### config.mk
export PLATFORM = sky130hd
export DESIGN_NAME = ars_receiver
export DESIGN_NICKNAME = d
export VERILOG_FILES = /design/src/ars_pkg.sv /design/src/ars_receiver.sv /design/src/ars_rx_buffer.sv
export VERILOG_INCLUDE_DIRS = /design/src
export SDC_FILE = /design/constraint.sdc
export NUM_CORES = 1
export LEC_CHECK = 0
export BUFFER_PORTS_ARGS = -buffer_cell sky130_fd_sc_hd__clkbuf_2
export CAP_MARGIN = 40
export CORE_ASPECT_RATIO = 0.7
export CORE_MARGIN = 2
export CORE_UTILIZATION = 63
export DETAILED_ROUTE_END_ITERATION = 12
export PLACE_DENSITY = 0.87
export REMOVE_ABC_BUFFERS = 1
export SLEW_MARGIN = 5
export SYNTH_ARGS = -nofsm -noshare
export SYNTH_HDL_FRONTEND = slang
export SYNTH_SLANG_ARGS = --single-unit
### constraint.sdc
create_clock -name CLK -period 2.2 [get_ports CLK]
set_input_delay 0.22 -clock CLK [delete_from_list [all_inputs] [get_ports CLK]]
set_output_delay 0.22 -clock CLK [all_outputs]
set_load 0.02 [all_outputs]
### src/ars_params.svh
// constants of the asynchronous serial receive sampler
`ifndef ARS_PARAMS_SVH
`define ARS_PARAMS_SVH
`define ARS_DATA_BITS_STD 4'h8
`define ARS_DATA_BITS_ALT 4'h9
`define ARS_SLOT_RT3 4'h2
`define ARS_SLOT_RT5 4'h4
`define ARS_SLOT_RT7 4'h6
`define ARS_SLOT_RT8 4'h7
`define ARS_SLOT_RT9 4'h8
`define ARS_SLOT_RT10 4'h9
`define ARS_SLOT_RT16 4'hF
`define ARS_HIST_IDLE 3'h7
`define ARS_MIN_LOW_VOTES 2'h2
`define ARS_WORD_RESET 9'h000
`endif

### src/ars_pkg.sv
// types shared by the asynchronous serial receive sampler
package ars_pkg;
	typedef enum logic [1:0]
	{
		ARS_IDLE = 2'b00,
		ARS_START = 2'b01,
		ARS_BITS = 2'b10
	} ars_state_t;

	typedef struct packed
	{
		logic full;
		logic overrun;
		logic noise;
		logic framing;
	} ars_status_t;
endpackage

### src/ars_receiver.sv
// receive sampler: start detection, three-sample voting, double-buffered data and flags
// Operation
// - eight data bits per frame unless the nine-bit width is selected
// - after the stop bit, move character to empty buffer and set full flag
// - character completing while full sets overrun and is dropped
// - shifter plus buffer give software one character time to read
// - status read then data read clears the full flag and other flags
// - sample input on sixteen slots per bit from a 16x tick
// - falling edge is a low sample after three high samples
// - start accepted only if two of slots 3, 5, 7 are low
// - every data and stop bit valued by majority of slots 8, 9, 10
// - qualified start bit counts as zero whatever its mid samples show
// - any sample disagreeing with its bit sets noise on transfer
// - falling edges after the start bit realign the slot timing
// - after non-break framing error, edge history preloads three highs
// - while framing flag set, shifter runs but nothing is transferred
// - wakeup standby ignores characters meant for other receivers
`timescale 1ns/100ps
`include "ars_params.svh"
module ars_receiver (
	input wire logic CLK,
	input wire logic RST_N,
	input wire logic SAMPLE_TICK,
	input wire logic RXD_IN,
	input wire logic DATA9_SEL,
	input wire logic WAKE_REQ,
	input wire logic STATUS_RD,
	input wire logic DATA_RD,
	output logic [8:0] RX_DATA,
	output ars_pkg::ars_status_t RX_STATUS,
	output logic RX_STANDBY
);
	logic rst_a_q;
	logic rst_n_s;
	ars_pkg::ars_state_t state_q;
	logic [3:0] slot_q;
	logic [3:0] bit_idx_q;
	logic [2:0] hist_q;
	logic [1:0] low_cnt_q;
	logic early_high_q;
	logic [1:0] mid_q;
	logic noise_acc_q;
	logic [8:0] shift_q;
	logic arm_q;
	ars_pkg::ars_status_t st_q;

	always_ff @(posedge CLK or negedge RST_N)
	begin
		if (!RST_N)
		begin
			rst_a_q <= 1'b0;
			rst_n_s <= 1'b0;
		end
		else
		begin
			rst_a_q <= 1'b1;
			rst_n_s <= rst_a_q;
		end
	end

	wire [3:0] nbits = DATA9_SEL ? `ARS_DATA_BITS_ALT : `ARS_DATA_BITS_STD;
	wire edge_det = SAMPLE_TICK && (hist_q == `ARS_HIST_IDLE) && !RXD_IN;
	wire at_early = (slot_q == `ARS_SLOT_RT3) || (slot_q == `ARS_SLOT_RT5) || (slot_q == `ARS_SLOT_RT7);
	wire at_mid = (slot_q == `ARS_SLOT_RT8) || (slot_q == `ARS_SLOT_RT9);
	wire at_vote = slot_q == `ARS_SLOT_RT10;
	wire [1:0] low_total = low_cnt_q + {1'b0, !RXD_IN};
	wire maj = (mid_q[0] & mid_q[1]) | (mid_q[0] & RXD_IN) | (mid_q[1] & RXD_IN);
	wire disagree = (mid_q[0] != maj) || (mid_q[1] != maj) || (RXD_IN != maj);
	wire in_bits = SAMPLE_TICK && (state_q == ars_pkg::ARS_BITS);
	wire done = in_bits && at_vote && (bit_idx_q == nbits);
	wire [8:0] word = DATA9_SEL ? shift_q : {1'b0, shift_q[8:1]};
	wire frame_noise = noise_acc_q | disagree;
	wire is_break = (word == `ARS_WORD_RESET) && !maj;
	wire wake_hit = DATA9_SEL ? word[8] : word[7];
	// standby drops characters up to and including an address-marked one
	wire accept = done && !RX_STANDBY && !st_q.framing;
	wire clr = arm_q && DATA_RD;
	wire load = accept && (!st_q.full || clr);

	always_ff @(posedge CLK or negedge rst_n_s)
	begin
		if (!rst_n_s)
			hist_q <= `ARS_HIST_IDLE;
		else if (done && !maj && !is_break)
			hist_q <= `ARS_HIST_IDLE;
		else if (SAMPLE_TICK)
			hist_q <= {hist_q[1:0], RXD_IN};
	end

	always_ff @(posedge CLK or negedge rst_n_s)
	begin
		if (!rst_n_s)
		begin
			state_q <= ars_pkg::ARS_IDLE;
			slot_q <= 4'h0;
			bit_idx_q <= 4'h0;
			low_cnt_q <= 2'h0;
			early_high_q <= 1'b0;
			mid_q <= 2'h0;
			noise_acc_q <= 1'b0;
			shift_q <= `ARS_WORD_RESET;
		end
		else if (SAMPLE_TICK)
		begin
			case (state_q)
				ars_pkg::ARS_IDLE:
				begin
					if (edge_det)
					begin
						state_q <= ars_pkg::ARS_START;
						slot_q <= 4'h1;
						low_cnt_q <= 2'h0;
						early_high_q <= 1'b0;
						noise_acc_q <= 1'b0;
						bit_idx_q <= 4'h0;
					end
				end
				ars_pkg::ARS_START:
				begin
					slot_q <= slot_q + 4'h1;
					if (at_early)
					begin
						low_cnt_q <= low_total;
						early_high_q <= early_high_q | RXD_IN;
					end
					if (at_mid)
						mid_q <= {mid_q[0], RXD_IN};
					if ((slot_q == `ARS_SLOT_RT7) && (low_total < `ARS_MIN_LOW_VOTES))
						state_q <= ars_pkg::ARS_IDLE;
					// start taken as zero; any high sample is noise
					if (at_vote)
						noise_acc_q <= early_high_q | mid_q[0] | mid_q[1] | RXD_IN;
					if (slot_q == `ARS_SLOT_RT16)
						state_q <= ars_pkg::ARS_BITS;
				end
				ars_pkg::ARS_BITS:
				begin
					// realign on every falling edge in the data and stop bits
					slot_q <= edge_det ? 4'h1 : slot_q + 4'h1;
					if (at_mid)
						mid_q <= {mid_q[0], RXD_IN};
					if (at_vote)
					begin
						noise_acc_q <= frame_noise;
						// shifter keeps running regardless of flags
						if (bit_idx_q != nbits)
						begin
							shift_q <= {maj, shift_q[8:1]};
							bit_idx_q <= bit_idx_q + 4'h1;
						end
						else
							state_q <= ars_pkg::ARS_IDLE;
					end
				end
				default:
					state_q <= ars_pkg::ARS_IDLE;
			endcase
		end
	end

	// two-step clear: status read arms, data read clears
	always_ff @(posedge CLK or negedge rst_n_s)
	begin
		if (!rst_n_s)
			arm_q <= 1'b0;
		else if (DATA_RD)
			arm_q <= 1'b0;
		else if (STATUS_RD && (st_q != 4'h0))
			arm_q <= 1'b1;
	end

	// set wins over the clear in the same cycle for full, noise and framing; overrun is cleared, its set needs no clear
	always_ff @(posedge CLK or negedge rst_n_s)
	begin
		if (!rst_n_s)
		begin
			st_q <= 4'h0;
			RX_STANDBY <= 1'b0;
		end
		else
		begin
			st_q.full <= load | (st_q.full & !clr);
			st_q.overrun <= (accept & st_q.full & !clr) | (st_q.overrun & !clr);
			st_q.noise <= (load & frame_noise) | (st_q.noise & !clr);
			st_q.framing <= (accept & !maj) | (st_q.framing & !clr);
			if (WAKE_REQ)
				RX_STANDBY <= 1'b1;
			else if (done && RX_STANDBY && wake_hit)
				RX_STANDBY <= 1'b0;
		end
	end

	assign RX_STATUS = st_q;

	// separate buffer register frees the shifter for the next frame
	ars_rx_buffer #(
		.W(9)
	) u_buf (
		.clk(CLK),
		.rst_n(rst_n_s),
		.load(load),
		.wdata(word),
		.rdata(RX_DATA)
	);
endmodule

### src/ars_rx_buffer.sv
// receive data register written when a character is moved out of the shifter
`timescale 1ns/100ps
`include "ars_params.svh"
module ars_rx_buffer #(
	parameter int W = 9
) (
	input wire logic clk,
	input wire logic rst_n,
	input wire logic load,
	input wire logic [W-1:0] wdata,
	output logic [W-1:0] rdata
);
	always_ff @(posedge clk or negedge rst_n)
	begin
		if (!rst_n)
			rdata <= W'(`ARS_WORD_RESET);
		else if (load)
			rdata <= wdata;
	end
endmodule

==> metrics.txt <==
# TYPE chip_impl_metric gauge
chip_impl_metric{name="max_slew_margin",unit=""} 0.571
chip_impl_metric{name="post_synth_instance_area",unit="um2"} 2370
chip_impl_metric{name="timing.max_cap.violations",unit=""} 0
chip_impl_info{name="post-synth-top-area-cell",value="sky130_fd_sc_hd__dfrtp_1"} 1
chip_impl_metric{name="post_cts.repair.setup_buffers",unit=""} 0
chip_impl_metric{name="floorplan.core_area",unit="um2"} 3560
chip_impl_metric{name="post_cts_resized",unit=""} 0
chip_impl_metric{name="min_period",unit="ns"} 1.98
chip_impl_metric{name="cp_num_buf_inv",unit=""} 1
chip_impl_metric{name="synth_compound_gate_area_share",unit=""} 0.115
chip_impl_metric{name="ys_ff_latch",unit=""} 45
chip_impl_metric{name="drt-total-wl",unit="um"} 4660
chip_impl_metric{name="static-leakage-power",unit="nW"} 1.30
chip_impl_metric{name="detailedRoute.firstIterationViolations",unit=""} 101
chip_impl_metric{name="floorplan.initialDensity",unit=""} 0.666
chip_impl_info{name="crit_chain",value="inv_1, ha_1, nand3b_1, nor4_4, nand3_4, mux2_2"} 1
chip_impl_metric{name="drt_drc_violations_left",unit=""} 0
chip_impl_metric{name="grt_util_all_layers",unit=""} 0.235
chip_impl_info{name="critical_path.top_delay_family",value="simple AND/OR/NAND/NOR gates"} 1
chip_impl_metric{name="powerDensity",unit="nW/um2"} 765
chip_impl_metric{name="final_net_count",unit=""} 259
chip_impl_metric{name="final_setup_viols",unit=""} 0
chip_impl_metric{name="synthArstFlopShare",unit=""} 1.00
chip_impl_info{name="unrepaired_setup_endpoints_after_global_routing",value="no"} 1
chip_impl_info{name="most_frequent_cells_in_the_layout",value="41 x sky130_fd_sc_hd__dfrtp_1, 26 x sky130_fd_sc_hd__mux2_2, 21 x sky130_fd_sc_hd__clkbuf_2"} 1
chip_impl_info{name="start_kind",value="flip-flop"} 1
chip_impl_metric{name="max-clock-path-buffers",unit=""} 2
chip_impl_metric{name="antenna_found_initial",unit=""} 0
chip_impl_metric{name="drtAntennaViolNets",unit=""} 0
chip_impl_info{name="run_status",value="completed"} 1
chip_impl_metric{name="seq_area_frac_synth",unit=""} 0.477
chip_impl_info{name="netlist_top_cells_area",value="sky130_fd_sc_hd__dfrtp_1 44%, sky130_fd_sc_hd__mux2_2 12%, sky130_fd_sc_hd__ha_1 5.3%"} 1
chip_impl_info{name="critPathKind",value="reg -> reg"} 1
chip_impl_metric{name="num_io_pins",unit=""} 22
chip_impl_metric{name="cts_num_sinks",unit=""} 45
chip_impl_metric{name="yosysUniqueCellTypes",unit=""} 48
chip_impl_info{name="hold_path_class",value="in -> reg"} 1
chip_impl_metric{name="cts_made_buffers",unit=""} 5
chip_impl_metric{name="grt_start_max_net_pins",unit=""} 31
chip_impl_metric{name="layout-drive-gt1-share",unit=""} 0.298
chip_impl_metric{name="ctsHtreeMaxLevel",unit=""} 2
chip_impl_metric{name="maxSlewViolCount",unit=""} 0
chip_impl_metric{name="setup_slack",unit="ns"} 0.223
chip_impl_metric{name="finalWeightedCongestion",unit=""} 0.931
chip_impl_metric{name="die-height",unit="um"} 55.3
chip_impl_metric{name="edff_count_synth",unit=""} 0
chip_impl_metric{name="min_period_over_period",unit=""} 0.899
chip_impl_metric{name="post_synth_xor_area_fraction",unit=""} 0.00739
chip_impl_metric{name="synth.yosys.warnings",unit=""} 0
chip_impl_info{name="synth_top_family_by_area",value="simple AND/OR/NAND/NOR gates"} 1
chip_impl_info{name="final_common_cell",value="sky130_fd_sc_hd__dfrtp_1"} 1
chip_impl_metric{name="synth.avg_cell_area",unit="um2"} 11.2
chip_impl_metric{name="fin_worst_hold_slack",unit="ns"} 0.0918
chip_impl_info{name="worst_setup_path_end_kind",value="flip-flop"} 1
chip_impl_metric{name="chipWidth",unit="um"} 77.3
chip_impl_info{name="cts_tree",value="done"} 1
chip_impl_metric{name="final-hold-violation-count",unit=""} 0
chip_impl_metric{name="area_growth_syn_to_layout",unit="%"} 12.0
chip_impl_metric{name="route.detailed.vias_per_inst",unit=""} 5.98
chip_impl_metric{name="wire_per_inst",unit="um"} 16.0
chip_impl_metric{name="grt_pass1_vias",unit=""} 1557
chip_impl_metric{name="port_buffer_count",unit=""} 21
chip_impl_metric{name="timing.fmax",unit="GHz"} 0.506
chip_impl_metric{name="critical_path.max_stage_delay",unit="ns"} 0.42
chip_impl_metric{name="insertion_delay_to_the_later_sink_of_the_worst_skew_pair",unit="ns"} 0.30
chip_impl_metric{name="critical_path_peak_fanout",unit=""} 10
chip_impl_metric{name="drt_pre_antenna_iters",unit=""} 4
chip_impl_metric{name="worst_setup_skew_after_layout",unit="ns"} 0.0104
chip_impl_metric{name="final.setup.tns",unit="ns"} 0
chip_impl_metric{name="critical_path_arrival",unit="ns"} 2.16
chip_impl_metric{name="max-vdd-ir-drop",unit="uV"} 477
chip_impl_metric{name="grt_overflow",unit=""} 0
chip_impl_info{name="clock_tree.root_cell",value="sky130_fd_sc_hd__clkbuf_8"} 1
chip_impl_metric{name="max_slew.worst_pin.slew",unit="ns"} 0.643
chip_impl_metric{name="fp.dieArea",unit="um2"} 4280
chip_impl_metric{name="synth_cells",unit=""} 212
chip_impl_metric{name="antenna_diodes",unit=""} 0
chip_impl_metric{name="cts.clk_slew.worst_paths",unit="ns"} 0.08
chip_impl_metric{name="dp_worst_setup_slack",unit="ns"} 0.252
chip_impl_metric{name="detailroute.via_count",unit=""} 1746
chip_impl_info{name="critical-path-slowest-cell",value="sky130_fd_sc_hd__dfrtp_1"} 1
chip_impl_info{name="synthFlopType",value="sky130_fd_sc_hd__dfrtp_1"} 1
chip_impl_metric{name="netlist.area_leader.share",unit=""} 0.443
chip_impl_metric{name="global_route_wire_length_before_repair",unit="um"} 7830
chip_impl_metric{name="hold_buffers",unit=""} 1
chip_impl_metric{name="synth_simple_gate_area_frac",unit=""} 0.157
chip_impl_metric{name="hpwl",unit="um"} 3530
chip_impl_metric{name="synth.mux.area_fraction",unit=""} 0.153
chip_impl_metric{name="required",unit="ns"} 2.38
chip_impl_metric{name="rows",unit=""} 18
chip_impl_metric{name="synth_adder_area_share",unit=""} 0.0570
-- flip-flops by register name, indices dropped and copies added, names as in the netlist, 2 cells and up --
| register | flops |
|---|---|
| bit_idx_q | 4 |
| mid_q | 2 |
| low_cnt_q | 2 |
| u_buf.rdata | 9 |
| slot_q | 4 |
| hist_q | 3 |
| state_q | 2 |
| RX_STATUS | 4 |
| shift_q | 9 |
-- power by group --
group | switching [mW] | internal [mW] | leakage [nW]
registers | 0.0792 | 0.905 | 0.590
clock network | 0.279 | 0.221 | 0.0450
logic | 0.319 | 0.228 | 0.666
-- synthesized netlist by cell type (all sizes together), types with 2 or more instances --
library cell / number
nand4: 3
nor4: 4
and4b: 2
a21boi: 3
o21ai: 7
dfstp: 3
nand3: 12
nand2b: 3
mux2: 26
dfrtp: 42
inv: 13
nor2: 5
o211ai: 2
ha: 10
a21bo: 2
a21oi: 5
clkbuf: 5
nand3b: 4
o31ai: 2
o21a: 2
nor3: 2
mux2i: 7
o2bb2ai: 2
xor2: 2
nor2b: 4
a31oi: 4
nand2: 16
buf: 2
o22ai: 3
-- per-stage QoR --
step / total power, mW / instances / area [um2] / util
after floorplan: 1.38 / 205 / 2340 / -
after global placement: 1.51 / 283 / 2560 / 0.720
after detailed placement: 1.53 / 283 / 2560 / 0.720
after CTS: 2.03 / 292 / 2660 / 0.746
after global routing: 2.15 / 292 / 2660 / 0.746
final: 2.03 / 292 / 2660 / 0.746
-- final timing paths --
| kind | from | to | slack [ns] | cells after the start |
|---|---|---|---|---|
| worst max-delay path | slot_q[1] | u_buf.rdata[5] | 0.22 | 6 |
| worst min-delay path | WAKE_REQ | RX_STANDBY | 0.09 | 2 |
| worst max register to register | slot_q[1] | u_buf.rdata[5] | 0.22 | 6 |
| worst min register to register | rst_n_s | u_buf.rdata[2] | 0.29 | 0 |
| max in group asynchronous | rst_n_s | hist_q[1] | 1.26 | 1 |
| min in group asynchronous | RST_N | rst_n_s | 0.24 | 2 |
-- metal layers --
layer  routed length, um  vias up  GRT usage  part of all wire
li1                    -      833          -                 -
met1                2320      857      0.376              0.50
met2                1990       49      0.322              0.43
met3                 294        7     0.0539             0.063
met4                  51        0     0.0612             0.011
met5                   0        -          0                 0
-- final cells by class --
| type | instances | area, um2 |
|---|---|---|
| sequential | 45 | 1130 |
| clock buffer | 6 | 72.6 |
| fill | 243 | 903 |
| timing repair buffer | 29 | 168 |
| inverter | 13 | 48.8 |
| tap | 50 | 62.6 |
| clock inverter | 2 | 10.0 |
| multi-input combinational | 147 | 1160 |
-- kinds of logic (layout without fill, tap and decap cells) --
family / count (synthesis) / after routing
compound gates: 39 / 39
xor+xnor: 2 / 2
fa+ha+maj: 11 / 11
buf+inv: 20 / 50
flops: 45 / 45
mux: 33 / 33
other cells: 1 / 1
simple gates: 61 / 61
Note: power is estimated with default switching activity, not from simulation.
